File: src/shared/pcrc_pkg.sv
// pcrc_pkg: shared constants for the programmable crc block
package pcrc_pkg;
    // ==============================
    // bus and register map
    localparam int unsigned PCRC_AW = 8;                    // apb address width
    localparam logic [7:0] PCRC_OFS_CTRL = 8'h00;           // checksum_control_reg
    localparam logic [7:0] PCRC_OFS_POLY = 8'h04;           // poly_taps_reg
    localparam logic [7:0] PCRC_OFS_DATA = 8'h08;           // data_input_reg, write pushes
    localparam logic [7:0] PCRC_OFS_RES = 8'h0C;            // result_word_reg
    localparam logic [7:0] PCRC_OFS_ISTAT = 8'h10;          // sticky event status, read only
    localparam logic [7:0] PCRC_OFS_IEN = 8'h14;            // event enable
    localparam logic [7:0] PCRC_OFS_ICLR = 8'h18;           // write one to clear, write only
    // ==============================
    // control register field positions
    localparam int unsigned PCRC_B_IDLE = 13;               // idle_stop_select
    localparam int unsigned PCRC_B_CNT_LO = 8;              // fifo_word_count 12..8
    localparam int unsigned PCRC_B_FULL = 7;                // fifo_full_flag
    localparam int unsigned PCRC_B_EMPTY = 6;               // fifo_empty_flag
    localparam int unsigned PCRC_B_GO = 4;                  // shifter_start
    localparam int unsigned PCRC_B_POLY_LENGTH_MINUS_ONE_LO = 0;             // poly_length_minus_one 3..0
    // ==============================
    // reset values
    localparam logic [3:0] PCRC_RST_POLY_LENGTH_MINUS_ONE = 4'h0;            // length field after reset
    localparam logic [15:0] PCRC_RST_POLY = 16'h0000;       // taps after reset
    localparam logic [15:0] PCRC_RST_RES = 16'h0000;        // crc after reset
    localparam logic [2:0] PCRC_RST_IEN = 3'h0;             // all events masked
    // ==============================
    // fifo sizing by length
    localparam logic [3:0] PCRC_POLY_LENGTH_MINUS_ONE_SPLIT = 4'h7;          // above this: long words
    localparam logic [4:0] PCRC_MAX_LONG = 5'h08;           // words when length field > 7
    localparam logic [4:0] PCRC_MAX_SHORT = 5'h10;          // words when length field <= 7
    localparam logic [4:0] PCRC_BITS_LONG = 5'h10;          // bits per long word
    localparam logic [4:0] PCRC_BITS_SHORT = 5'h08;         // bits per short word
    // ==============================
    // event bits
    localparam int unsigned PCRC_EV_DONE = 0;               // fifo drained and shifter idle
    localparam int unsigned PCRC_EV_FULL = 1;               // fifo became full
    localparam int unsigned PCRC_EV_OVF = 2;                // push dropped while full
    localparam int unsigned PCRC_NEV = 3;                   // number of events
endpackage

File: src/rtl/pcrc_top.sv
// pcrc_top: programmable crc control, apb registers, input fifo and shifter
//
// How it works
// - bit 13 set stops block in idle
// - bits 12..8 read fifo word count
// - fifo holds 8 long or 16 short words
// - bit 7 reads one when fifo full
// - bit 6 reads one when fifo empty
// - bit 4 starts or stops the shifter
// - bits 3..0 hold length minus one
// - bits 15,14,5 read zero, writes ignored
`timescale 1ns/10ps
module pcrc_top #(
    parameter int unsigned W = 16,                         // widest word and crc
    parameter int unsigned DEPTH = 16                      // fifo storage words
) (
    input wire logic i_clk,                                // system clock, 250 MHz
    input wire logic i_rst_n,                              // sync reset, active low
    input wire logic i_idle_mode,                          // device is in idle mode
    input wire logic i_psel,                               // apb select
    input wire logic i_penable,                            // apb access phase
    input wire logic i_pwrite,                             // apb direction, 1 = write
    input wire logic [pcrc_pkg::PCRC_AW-1:0] i_paddr,      // apb byte address
    input wire logic [31:0] i_pwdata,                      // apb write data
    output logic [31:0] o_prdata,                          // apb read data
    output logic o_pready,                                 // apb ready
    output logic o_pslverr,                                // apb error, unmapped address
    output logic o_irq                                     // level interrupt
);
    import pcrc_pkg::*;

    // ==============================
    // state
    typedef struct packed {
        logic idle_stop;                                   // idle_stop_select
        logic go;                                          // shifter_start
        logic [3:0] poly_length_minus_one;                                  // poly_length_minus_one
        logic [W-1:0] taps;                                // poly_taps_reg
        logic [DEPTH-1:0][W-1:0] mem;                      // fifo storage
        logic [3:0] wptr;                                  // fifo write index
        logic [3:0] rptr;                                  // fifo read index
        logic [4:0] count;                                 // fifo_word_count
        logic [PCRC_NEV-1:0] istat;                        // sticky events
        logic [PCRC_NEV-1:0] ien;                          // event enables
        logic full_d;                                      // full flag last cycle
        logic busy_d;                                      // work pending last cycle
        logic ack;                                         // answer due this cycle
        logic [31:0] rdata;                                // captured read data
        logic slverr;                                      // captured error
    } pcrc_top_s;

    pcrc_top_s st_ff;                                      // registered state
    pcrc_top_s nxt_st;                                     // next state

    // ==============================
    // decode and shared terms
    logic acc;                                             // access phase
    logic wr_now;                                          // write takes effect this edge
    logic mapped;                                          // address hits a register
    logic [4:0] max_words;                                 // fifo limit for this length
    logic [4:0] nbits;                                     // bits per word
    logic full;                                            // fifo full
    logic empty;                                           // fifo empty
    logic run;                                             // shifter may advance
    logic sh_ready;                                        // shifter idle
    logic [W-1:0] crc;                                     // shifter result
    logic push;                                            // accepted data write
    logic drop;                                            // data write while full
    logic pop;                                             // word handed to shifter
    logic seed_we;                                         // software writes the result
    logic [PCRC_NEV-1:0] ev;                               // events this cycle
    logic [15:0] ctrl_rd;                                  // control register view

    // apb decode, one wait state before each answer
    always_comb begin
        acc = i_psel && i_penable;
        wr_now = acc && st_ff.ack && i_pwrite;
        case (i_paddr)
            PCRC_OFS_CTRL, PCRC_OFS_POLY, PCRC_OFS_DATA, PCRC_OFS_RES,
            PCRC_OFS_ISTAT, PCRC_OFS_IEN, PCRC_OFS_ICLR: mapped = 1'b1;
            default: mapped = 1'b0;                        // unmapped answers with error
        endcase
    end

    // fifo limits follow the length field
    always_comb begin
        if (st_ff.poly_length_minus_one > PCRC_POLY_LENGTH_MINUS_ONE_SPLIT) begin
            max_words = PCRC_MAX_LONG;
            nbits = PCRC_BITS_LONG;
        end else begin
            max_words = PCRC_MAX_SHORT;
            nbits = PCRC_BITS_SHORT;
        end
        full = (st_ff.count >= max_words);
        empty = (st_ff.count == 5'h00);
    end

    // flow between bus, fifo and shifter
    always_comb begin
        run = st_ff.go && !(st_ff.idle_stop && i_idle_mode);
        push = wr_now && i_paddr == PCRC_OFS_DATA && !full;
        drop = wr_now && i_paddr == PCRC_OFS_DATA && full;
        pop = run && sh_ready && !empty;
        seed_we = wr_now && i_paddr == PCRC_OFS_RES;
    end

    // control register as software sees it
    always_comb begin
        ctrl_rd = 16'h0000;
        ctrl_rd[PCRC_B_IDLE] = st_ff.idle_stop;
        ctrl_rd[PCRC_B_CNT_LO +: 5] = st_ff.count;
        ctrl_rd[PCRC_B_FULL] = full;
        ctrl_rd[PCRC_B_EMPTY] = empty;
        ctrl_rd[PCRC_B_GO] = st_ff.go;
        ctrl_rd[PCRC_B_POLY_LENGTH_MINUS_ONE_LO +: 4] = st_ff.poly_length_minus_one;
    end

    // events: drained, became full, dropped word
    always_comb begin
        ev = '0;
        ev[PCRC_EV_DONE] = st_ff.busy_d && empty && sh_ready && !pop;
        ev[PCRC_EV_FULL] = full && !st_ff.full_d;
        ev[PCRC_EV_OVF] = drop;
    end

    // ==============================
    // next state
    always_comb begin
        nxt_st = st_ff;
        nxt_st.full_d = full;
        nxt_st.busy_d = !(empty && sh_ready);
        // apb answer sequencing
        if (acc && !st_ff.ack) begin
            nxt_st.ack = 1'b1;                             // answer next cycle
            nxt_st.slverr = !mapped;
            // only reads capture, so read data stands until the next read
            if (!i_pwrite) begin
                case (i_paddr)
                    PCRC_OFS_CTRL: nxt_st.rdata = {16'h0000, ctrl_rd};
                    PCRC_OFS_POLY: nxt_st.rdata = 32'(st_ff.taps);
                    PCRC_OFS_RES: nxt_st.rdata = 32'(crc);
                    PCRC_OFS_ISTAT: nxt_st.rdata = 32'(st_ff.istat);
                    PCRC_OFS_IEN: nxt_st.rdata = 32'(st_ff.ien);
                    default: nxt_st.rdata = 32'h0000_0000; // data, clear and unmapped read zero
                endcase
            end
        end else begin
            nxt_st.ack = 1'b0;                             // answer lasts one cycle
        end
        // register writes, only writable fields stored
        if (wr_now) begin
            case (i_paddr)
                PCRC_OFS_CTRL: begin
                    nxt_st.idle_stop = i_pwdata[PCRC_B_IDLE];
                    nxt_st.go = i_pwdata[PCRC_B_GO];
                    nxt_st.poly_length_minus_one = i_pwdata[PCRC_B_POLY_LENGTH_MINUS_ONE_LO +: 4];
                end
                PCRC_OFS_POLY: nxt_st.taps = i_pwdata[W-1:0];
                PCRC_OFS_IEN: nxt_st.ien = i_pwdata[PCRC_NEV-1:0];
                default: begin
                    // data and result handled by flow terms, clear by sticky status, others read only
                end
            endcase
        end
        // fifo storage and pointers
        if (push) begin
            nxt_st.mem[st_ff.wptr] = i_pwdata[W-1:0];
            nxt_st.wptr = st_ff.wptr + 4'h1;
        end
        if (pop) begin
            nxt_st.rptr = st_ff.rptr + 4'h1;
        end
        nxt_st.count = st_ff.count + 5'(push) - 5'(pop);
        // sticky status, a new event beats a clear
        if (wr_now && i_paddr == PCRC_OFS_ICLR) begin
            nxt_st.istat = st_ff.istat & ~i_pwdata[PCRC_NEV-1:0];
        end
        nxt_st.istat = nxt_st.istat | ev;
    end

    // ==============================
    // register
    always_ff @(posedge i_clk) begin
        if (!i_rst_n) begin
            st_ff <= '{
                idle_stop: 1'b0,
                go: 1'b0,
                poly_length_minus_one: PCRC_RST_POLY_LENGTH_MINUS_ONE,
                taps: PCRC_RST_POLY,
                mem: '0,
                wptr: 4'h0,
                rptr: 4'h0,
                count: 5'h00,
                istat: '0,
                ien: PCRC_RST_IEN,
                full_d: 1'b0,
                busy_d: 1'b0,
                ack: 1'b0,
                rdata: 32'h0000_0000,
                slverr: 1'b0
            };
        end else begin
            st_ff <= nxt_st;
        end
    end

    // ==============================
    // serial engine
    pcrc_shifter #(
        .W(W)
    ) u_shifter (
        .i_clk(i_clk),
        .i_rst_n(i_rst_n),
        .i_run(run),
        .i_load(pop),
        .i_word(st_ff.mem[st_ff.rptr]),
        .i_nbits(nbits),
        .i_poly_length_minus_one(st_ff.poly_length_minus_one),
        .i_taps(st_ff.taps),
        .i_seed_we(seed_we),
        .i_seed(i_pwdata[W-1:0]),
        .o_ready(sh_ready),
        .o_crc(crc)
    );

    // ==============================
    // outputs
    assign o_pready = acc && st_ff.ack;
    assign o_prdata = st_ff.rdata;
    assign o_pslverr = acc && st_ff.ack && st_ff.slverr;
    assign o_irq = |(st_ff.istat & st_ff.ien);
endmodule // pcrc_top

File: src/rtl/pcrc_shifter.sv
// pcrc_shifter: bit-serial crc engine, one data bit per clock
`timescale 1ns/10ps
module pcrc_shifter #(
    parameter int unsigned W = 16                          // widest crc and word
) (
    input wire logic i_clk,                                // system clock
    input wire logic i_rst_n,                              // sync reset, active low
    input wire logic i_run,                                // shifting allowed this cycle
    input wire logic i_load,                               // take i_word, only when o_ready
    input wire logic [W-1:0] i_word,                       // word, short words in low byte
    input wire logic [4:0] i_nbits,                        // bits in this word
    input wire logic [3:0] i_poly_length_minus_one,                         // length minus one
    input wire logic [W-1:0] i_taps,                       // feedback taps
    input wire logic i_seed_we,                            // software writes crc
    input wire logic [W-1:0] i_seed,                       // value for the crc
    output logic o_ready,                                  // no bits left to shift
    output logic [W-1:0] o_crc                             // crc, masked to length
);
    import pcrc_pkg::*;

    // ==============================
    // state
    typedef struct packed {
        logic [W-1:0] crc;                                 // crc register
        logic [W-1:0] sh;                                  // data bits, msb goes first
        logic [4:0] left;                                  // bits still to shift
    } pcrc_sh_s;

    pcrc_sh_s st_ff;                                       // registered state
    pcrc_sh_s nxt_st;                                      // next state
    logic [W-1:0] mask;                                    // crc width mask
    logic fb;                                              // feedback bit

    // next state
    always_comb begin
        nxt_st = st_ff;
        mask = W'((32'h1 << (32'(i_poly_length_minus_one) + 1)) - 1);
        fb = st_ff.crc[i_poly_length_minus_one] ^ st_ff.sh[W-1];
        if (i_seed_we) begin
            nxt_st.crc = i_seed & mask;                    // seed wins over a shift
        end else if (i_run && st_ff.left != 5'h00) begin
            nxt_st.crc = ((st_ff.crc << 1) ^ (fb ? i_taps : '0)) & mask;
            nxt_st.sh = st_ff.sh << 1;
            nxt_st.left = st_ff.left - 5'h01;
        end
        if (i_load && st_ff.left == 5'h00) begin
            // short words are moved to the top so the msb leads
            nxt_st.sh = (i_nbits == PCRC_BITS_SHORT) ? (i_word << (W - 8)) : i_word;
            nxt_st.left = i_nbits;
        end
    end

    // register
    always_ff @(posedge i_clk) begin
        if (!i_rst_n) begin
            st_ff <= '{crc: PCRC_RST_RES, sh: '0, left: 5'h00};
        end else begin
            st_ff <= nxt_st;
        end
    end

    assign o_ready = (st_ff.left == 5'h00);
    assign o_crc = st_ff.crc;
endmodule // pcrc_shifter

File: config.mk
export PLATFORM = sky130hd
export DESIGN_NAME = pcrc_top
export DESIGN_NICKNAME = d
export VERILOG_FILES = /design/src/shared/pcrc_pkg.sv /design/src/rtl/pcrc_top.sv /design/src/rtl/pcrc_shifter.sv
export SDC_FILE = /design/constraint.sdc
export NUM_CORES = 1
export LEC_CHECK = 0
export BUFFER_PORTS_ARGS = -buffer_cell sky130_fd_sc_hd__buf_2
export CAP_MARGIN = 20
export CORE_MARGIN = 5
export CORE_UTILIZATION = 60
export CTS_BUF_LIST = sky130_fd_sc_hd__clkbuf_8 sky130_fd_sc_hd__clkbuf_16
export DETAILED_ROUTE_END_ITERATION = 10
export PLACE_DENSITY = 0.82
export RECOVER_POWER = 50
export SYNTH_ARGS = -nofsm -noshare
export SYNTH_HDL_FRONTEND = slang
export SYNTH_HIERARCHICAL = 1
export SYNTH_SLANG_ARGS = --single-unit
File: constraint.sdc
create_clock -name i_clk -period 7.6 [get_ports i_clk]
set_input_delay 0 -clock i_clk [delete_from_list [all_inputs] [get_ports i_clk]]
set_output_delay 0 -clock i_clk [all_outputs]
set_load 0.05 [all_outputs]
### After elaboration in Yosys (flattened, before gate mapping)

Cells that the tools add are included.

| storage, ports and cells | value |
|---|---|
| bits in writable memories | 0 |
| input bits | 46 |
| output and inout port bits | 35 |
| bits in read-only memories | 0 |
| flip-flop bits (word level) | 370 |
| memories | 0 |
| latch bits | 0 |
| logic and storage cells | 126 |

| cells by class | value |
|---|---|
| $mul | 0 |
| magnitude comparators | 6 |
| reductions and logical operators | 43 |
| eq/ne operators | 8 |
| add/sub/neg operators | 7 |
| muxes and demuxes | 19 |
| divide/modulo/power cells | 0 |
| shift operators | 1 |
| bitwise operators | 9 |

Operator list:

| kind | count |
|---|---|
| 256-bit bitwise mux | 1 |
| 16-bit 2-to-1 mux | 5 |
| 16-bit one-hot mux with 5 select lines | 1 |
| 16-bit binary-select mux with 4-bit select | 1 |
| 16-bit demux with 4-bit select | 1 |
| 21-bit 2-to-1 mux | 2 |
| 37-bit 2-to-1 mux | 1 |
| 16-bit AND | 2 |
| 1-bit by 32-bit left shift with 16-bit output, first input constant | 1 |
| 8-bit by 5-bit == test with 1-bit output, second input constant | 3 |
| 1-bit logical AND | 22 |
| 8-bit by 4-bit == test with 1-bit output, second input constant | 2 |
| 16-bit by 1-bit subtractor with 16-bit output, second input constant | 1 |
| 16-bit bitwise XOR | 1 |
| 4-bit by 5-bit < comparator with 1-bit output, second input constant | 3 |
| 5-bit zero test | 2 |
| 5-bit 2-to-1 mux | 2 |
| 2-bit AND reduction | 5 |
| 4-bit by 1-bit adder with 4-bit output, second input constant | 2 |
| 8-bit by 3-bit == test with 1-bit output, second input constant | 1 |
| 1-bit zero test | 8 |
| 8-bit zero test | 1 |
| 7-bit OR reduction | 1 |
| 3-bit AND | 2 |
| 19 further kinds | 22 |

### Logic depth before layout (Yosys ltp)

Gate-level depths: netlist (run 1).

| depth | value |
|---|---|
| depth after elaboration | 9 |
| depth in mapped cells | 14 |
| gate-level depth less buffers | 14 |

### Modules after synthesis

The synthesis (run 1) kept the hierarchy.

By module, submodules not included:

| module | cells an instance | times used | area an instance (µm²) | sequential area each (µm²) |
|---|---|---|---|---|
| pcrc_top | 1367 | 1 | 14755.4 | 6346.1 |
| pcrc_shifter | 379 | 1 | 2861.5 | 740.7 |

### Least setup slack after synthesis (run 1)

No wires, ideal clock.

| path | value |
|---|---|
| kind | flip-flop to flip-flop |
| from | reg u_shifter/st_ff[0] in the netlist's numbering |
| to | reg st_ff, in the netlist ctrl_rd[12] |
| stages on the path, launching flop included | 15 |
| library setup time | 128 ps |
| arrival time | 2809 ps |
| required time | 7472 ps |
| slack | 4663 ps |
| cell sequence | dfxtp_1 > inv_1 > ha_1 > or4b_2 > clkinv_1 > nand3_1 > inv_1 > ha_1 > inv_1 > ha_1 > fa_1 > a21oi_1 > o21bai_1 > xnor2_1 > nor2_1 |

| between the ends | value |
|---|---|
| longest elaborated chain between the ends | 4 |

Ends and longest elaborated chain:

| item | RTL line | source |
|---|---|---|
| start: declaration | pcrc_shifter.sv:29 | `pcrc_sh_s st_ff;` |
| start signal: assignment | pcrc_shifter.sv:56 | `st_ff <= '{crc: PCRC_RST_RES, sh: '0, left: 5'h00};` |
| start signal: assignment | pcrc_shifter.sv:58 | `st_ff <= nxt_st;` |
| 5-bit zero test | pcrc_shifter.sv:62 | `assign o_ready = (st_ff.left == 5'h00);` |
| net sh_ready | pcrc_top.sv:65 | `logic sh_ready;` |
| 1-bit logical AND (2 in a row) | pcrc_top.sv:103 | `pop = run && sh_ready && !empty;` |
| net pop | pcrc_top.sv:69 | `logic pop;` |
| 5-bit by 1-bit subtractor with 5-bit output | pcrc_top.sv:173 | `nxt_st.count = st_ff.count + 5'(push) - 5'(pop);` |
| end signal: assignment | pcrc_top.sv:185 | `st_ff <= '{` |
| end signal: assignment | pcrc_top.sv:203 | `st_ff <= nxt_st;` |
| end: declaration | pcrc_top.sv:52 | `pcrc_top_s st_ff;` |

The timed path passes the listed nets, and every way through them passes these cells.
A chain may end at the register's enable or synchronous reset.

==> out/metrics.yaml, run 1 <==
finalPower_uw: 3730
p_leak_uw: 0.00806
num_vias: 13400
cts_setup_buffers: 0
clock_sinks: 354
ctsRootBufferMaster: "clkbuf_16"
hp-class: "in -> reg"
netlist_top_cells_area: "dfxtp_1, mux2i_1, mux4_2"
numCtsBuffers: 37
drive_gt1_share_pct: 13.7
drv_slew: 95
insertion_delay_ps: 530
crit_path_start_kind: "input port"
fmax_mhz: 233
endpoint_kind: "flop"
drc: 0
multi_input_area_sq_um: 9340
fp.dieW_um: 181
tightestPinTransition_ps: 2330
io_pins: 81
wl_um: 44300
syn_inst: 1746
fin_crit_sh_pct: 56.4
die_area_sq_um: 32900
synth_cell_types: 76
synth_edf_count: 0
antenna_cells: 0
syn_to_final_growth_pct: 6.82
initial_utilization_pct: 61.0
fin_skew_ps: 18.2
cts_tree: "built"
post-dp-hpwl_um: 27000
grt_pass1_wl_um: 70300
netlist.area_leader.share_pct: 40.2
final_antenna_net_count: 0
gp_congestion: 0.898
final-hold-violation-count: 0
drt_iter0_markers: 1450
ys_seq_area_share_pct: 40.2
post_drt_wl_per_cell_um: 21.0
placed_cells: 2025
async_reset_ff_share_pct: 0
cp_data_required_time_ps: 8030
grt_use_total_pct: 26.0
fin_nets: 1769
ctsResizeCount: 0
vdd_ir_drop_max_uv: 143
maxCapViolCount: 2
finalSetupTns_ps: 0
instances_no_fill: 2116
die_y_um: 181
outcome: "finished with violations"
antenna_found_initial: 1
ys_warn_count: 6
period_needed_ps: 4280
synth_largest_area_cell: "dfxtp_1"
htree_levels: 2
crit_arrival_ps: 4720
final.setup.worst_slack_ps: 3320
io_buffers: 48
synth_area_sq_um: 17600
grt_max_degree: 91
grt_pass1_vias: 13300
cp_max_fo: 82
crit_type: "in -> reg"
cts_buffer_depth: 3
dp_slack_ps: 4040
nFillCells: 2152
synth.avg_cell_area_sq_um: 10.1
via_per_inst: 6.32
cts.clk_slew.worst_paths_ps: 60
rsz0062_at_grt: "false"
seqCellArea_sq_um: 7090
detail_route.first_pass.iterations: 5
rows: 62
synth-seq-cells: 354
setup_violations: 0
power_density_nw_per_um2: 198
synth_ff_type: "dfxtp_1"
grt_overflow: 0
slew_headroom_pct: -55.0
violations: "max-capacitance violations, max-slew violations"
core_area_sq_um: 28900
[critical path: stages]
cell and delay (ps):
dlygate4sd3_1 520, clkbuf_1 1660, buf_4 850, buf_4 730
nand2_1 550, mux2i_1 310
[metal layers]
layer / global-route usage, % / wire (um)
met1: 32.9 / 17500
met2: 43.6 / 21400
met3: 4.91 / 3440
met4: 11.5 / 1990
met5: 0 / 13
[cells in the final DEF, fill, tap and decap left out, drive strengths merged, types with 4 or more instances in the layout]
| cell | instances |
|---|---|
| nand2 | 362 |
| dfxtp | 354 |
| mux2i | 279 |
| mux4 | 85 |
| clkbuf | 66 |
| a21oi | 62 |
| o21ai | 45 |
| inv | 43 |
| buf | 43 |
| nor2 | 42 |
| nand3 | 30 |
| conb | 25 |
| nand4 | 25 |
| dlygate4sd3 | 24 |
| mux2 | 20 |
| nor3 | 20 |
| nor4b | 16 |
| and3 | 15 |
| ha | 15 |
| a311oi | 15 |
| a22o | 14 |
| a31oi | 12 |
| and2 | 12 |
| or3 | 11 |
| clkinv | 8 |
| a2111oi | 7 |
| xnor2 | 7 |
| o211ai | 5 |
| nand2b | 4 |
| xor2 | 4 |
| a211oi | 4 |
| or4b | 4 |
[state kept, by name, summed over array words and instances, names as in the netlist]
register	flops
ctrl_rd	11
o_prdata	16
u_shifter/o_crc	16
st_ff	290
u_shifter/st_ff	21
[per-stage QoR]
step / hold slack (ps) / cell area [sq um] / utilization (%)
after CTS: 53.1 / 18800 / 65.2
after global routing: 107 / 18800 / 65.2
final: 66.9 / 18800 / 65.2
after floorplan: 140 / 17700 / -
after global placement: 286 / 17400 / 60.3
after detailed placement: 293 / 17400 / 60.3
[synth_stat cells, drive strengths merged (3+ instances only)]
cell / number
a2111oi: 7
a211oi: 4
a21o: 3
a21oi: 62
a22o: 14
a22oi: 3
a311oi: 15
a31oi: 12
and2: 12
and3: 15
and4: 3
buf: 97
clkbuf: 93
clkinv: 3
dfxtp: 354
ha: 15
inv: 32
mux2: 20
mux2i: 279
mux4: 85
nand2: 362
nand2b: 4
nand3: 30
nand4: 25
nor2: 42
nor2b: 3
nor3: 20
nor4: 3
nor4b: 16
o211ai: 5
o21a: 3
o21ai: 45
o31ai: 3
or3: 11
or4: 3
or4b: 4
xnor2: 7
xor2: 4
[what timing repair did]
| item | 4_1_cts | 5_1_grt |
|---|---|---|
| hold endpoints to repair | 65 | 0 |
| setup endpoints to repair | 0 | 0 |
| hold buffers | 24 | 0 |
[worst paths after layout]
check                                       start  slack (ps)                               end  cells after the start
setup / recovery                          i_rst_n        3320           st_ff[300]$_SDFFE_PN0P_                      6
hold / removal                         i_paddr[2]          70          o_prdata[5]$_SDFFE_PN0P_                      3
setup reg to reg  u_shifter/st_ff[0]$_SDFFE_PN0P_        3960  u_shifter/st_ff[17]$_SDFFE_PN0P_                      9
hold reg to reg           st_ff[144]$_SDFFE_PN0P_         460           st_ff[144]$_SDFFE_PN0P_                      2
[area by class of cell]
type,count,share of cell area [%]
clock buffers,44,5.43
clock inverters,20,0.805
inverters,35,0.698
multi-input cells,1190,49.6
flip-flops and latches,354,37.7
well taps,384,2.55
repair buffers,89,3.17
[power by group]
group | total [uW] | switching [uW] | internal (uW)
Combinational | 121 | 95.9 | 24.8
Clock | 1760 | 734 | 1020
Sequential | 1860 | 0.499 | 1860
[kinds of logic (layout without fill, tap and decap cells)]
group                      count (synthesis)  after routing  synth area share, %
DFF                                      354            354                 40.2
and+or+nand+nor                          564            564                 15.8
muxes                                    384            384                 28.0
adders and majority gates                 16             16                 1.18
other                                      2             25               0.0426
buffers and inverters                    225            188                 7.24
xor gates and xnor gates                  11             11                0.589
AOI/OAI and AO/OA                        190            190                 6.85
Note: power is estimated with default switching activity, not from simulation.
==> run 2, diff against run 1 <==
--- a/config.mk
+++ b/config.mk
@@ -8,10 +8,10 @@
 export BUFFER_PORTS_ARGS = -buffer_cell sky130_fd_sc_hd__buf_2
 export CAP_MARGIN = 20
 export CORE_MARGIN = 5
-export CORE_UTILIZATION = 60
+export CORE_UTILIZATION = 56
 export CTS_BUF_LIST = sky130_fd_sc_hd__clkbuf_8 sky130_fd_sc_hd__clkbuf_16
 export DETAILED_ROUTE_END_ITERATION = 10
-export PLACE_DENSITY = 0.82
+export PLACE_DENSITY = 0.81
 export RECOVER_POWER = 50
 export SYNTH_ARGS = -nofsm -noshare
 export SYNTH_HDL_FRONTEND = slang
==> constraint.sdc (replaced) <==
create_clock -name i_clk -period 3.8 [get_ports i_clk]
set_input_delay 0 -clock i_clk [delete_from_list [all_inputs] [get_ports i_clk]]
set_output_delay 0 -clock i_clk [all_outputs]
set_load 0.05 [all_outputs]
==> out/metrics.yaml, run 2 (same netlist as run 1, synthesis figures left out) <==
internal-power_uw: 5910
post-dp-hpwl_um: 27400
gp_congestion: 0.925
grt_pass1_vias: 13400
wl_um: 44700
drv_slew: 0
p_comb_share_pct: 3.2
endpoint_kind: "flop"
io_buffers: 48
syn_to_final_growth_pct: 7.91
drt_iter0_markers: 1074
final_antenna_net_count: 0
crit_arrival_ps: 3880
drive_gt1_share_pct: 14.8
fin_crit_sh_pct: 90.3
power_density_nw_per_um2: 401
vdd_ir_drop_max_uv: 275
multi_input_area_sq_um: 9270
detail_route.first_pass.iterations: 5
mostFrequentLayoutCell: "nand2_1"
regToRegStartpoint: "u_shifter/st_ff[0]$_SDFFE_PN0P_"
maxCapViolCount: 0
crit_type: "in -> reg"
cp_data_required_time_ps: 4250
io_pins: 81
core_area_sq_um: 31300
whs_ps: 40.2
sw_frac_of_total_pct: 22.5
cts.clk_slew.worst_paths_ps: 60
crit_path_start_kind: "input port"
crit_path_end: "u_shifter/st_ff[3]$_SDFFE_PN0P_"
nFillCells: 2454
grt_use_total_pct: 24.7
fmax_mhz: 291
numCtsBuffers: 38
antenna_found_initial: 0
final_cell_mix: "nand2_1, dfxtp_1, mux2i_1"
placed_cells: 2061
reg2regPathDepth: 14
finalSetupTns_ps: 0
clock_sinks: 354
timing.rr.end: "ctrl_rd[12]$_SDFF_PN0_"
cts_buffer_depth: 3
regToRegSetupSlack_ps: 470
via_per_inst: 6.18
fin_skew_ps: 20.7
period_needed_ps: 3430
insertion_delay_ps: 530
largest_register_ffs: 290
tightestPinTransition_ps: 1390
initial_utilization_pct: 56.3
net-switching-power_uw: 1710
cts_tree: "built"
crit_path_start: "i_paddr[6]"
ctsResizeCount: 0
htree_levels: 2
drc: 0
clkPwrFrac_pct: 48.2
post_drt_wl_per_cell_um: 20.7
die_y_um: 187
cp_max_fo: 17
fp.dieW_um: 187
hp-class: "in -> reg"
die_area_sq_um: 35100
grt_overflow: 0
seqCellArea_sq_um: 7090
final-hold-violation-count: 0
p_leak_uw: 0.00818
fin_nets: 1787
sequentialPowerShare_pct: 48.6
instances_no_fill: 2157
antenna_cells: 0
slew_headroom_pct: 7.38
rows: 65
rsz0062_at_grt: "false"
num_vias: 13300
grt_max_degree: 143
regMostFlops: "st_ff"
ctsRootBufferMaster: "clkbuf_16"
outcome: "completed"
setup_violations: 0
top_regs: "st_ff (290), u_shifter/st_ff (21)"
grt_pass1_wl_um: 71300
[run 2: cell types whose count changed in the layout (fill, tap and decap cells not counted), sizes merged]
cell         previous run  this run
clkbuf                 66        78
dlygate4sd3            24        23
clkinvlp                2         4
buf                    43        52
inv                    43        40
clkinv                  8        12
[run 2: per-stage QoR]
step	area [sq um]	setup slack [ps]	util (%)	power (uW)
2_1_floorplan	17700	863	-	3960
3_3_place_gp	17600	606	56.2	4010
3_5_place_dp	17600	551	56.2	4010
4_1_cts	19100	470	61.0	7650
5_1_grt	19000	187	60.7	7830
6_report	19000	369	60.7	7630
[run 2: how the worst min path moves through the flow]
stage,to,depth (start not counted),startpoint
4_1_cts,o_prdata[4]$_SDFFE_PN0P_,3,i_paddr[3]
6_report,o_prdata[0]$_SDFFE_PN0P_,5,i_pwrite
3_5_place_dp,st_ff[33]$_SDFF_PN0_,3,i_penable
2_1_floorplan,st_ff[311]$_SDFFE_PN0P_,2,i_pwdata[0]
5_1_grt,o_prdata[14]$_SDFFE_PN0P_,3,i_paddr[3]
3_3_place_gp,st_ff[318]$_SDFFE_PN0P_,3,i_pwdata[7]
[run 2: layer usage]
layer	global-route usage (%)	up-vias	share of wire, %
met4	10.4	0	4.3
met3	4.39	155	7.4
met1	29.9	6508	39
li1	-	6084	-
met2	43.4	591	50
met5	0	-	0
[run 2: what timing repair did]
item / CTS / global route
hold buffers: 23 / 0
setup buffers: 0 / 0
endpoints found under the hold margin: 40 / 0
[run 2: worst max-delay path, cell delays in order]
cell           delay [ps]
dlygate4sd3_1         510
buf_2                  90
nor3_1                 30
dlygate4sd3_1         540
buf_4                 180
and2_0                150
and3_1                160
inv_1                 460
nand3_1               760
or4_1                 680
xor2_1                160
a21oi_1               140
[run 2: power by group through the flow]
stage	logic [uW]	registers [uW]	clock network (uW)
finish	244	3710	3670
global route	261	3710	3860
CTS	240	3710	3700
detailed placement	221	3790	0
global placement	217	3790	0
floorplan	169	3790	0
[run 2: area by class of cell]
cell class	count	area share, %
timing repair buffer	106	3.94
inverter	35	0.691
sequential	354	37.3
tap	402	2.65
clock buffer	47	5.65
clock inverter	23	0.981
multi-input combinational	1190	48.8
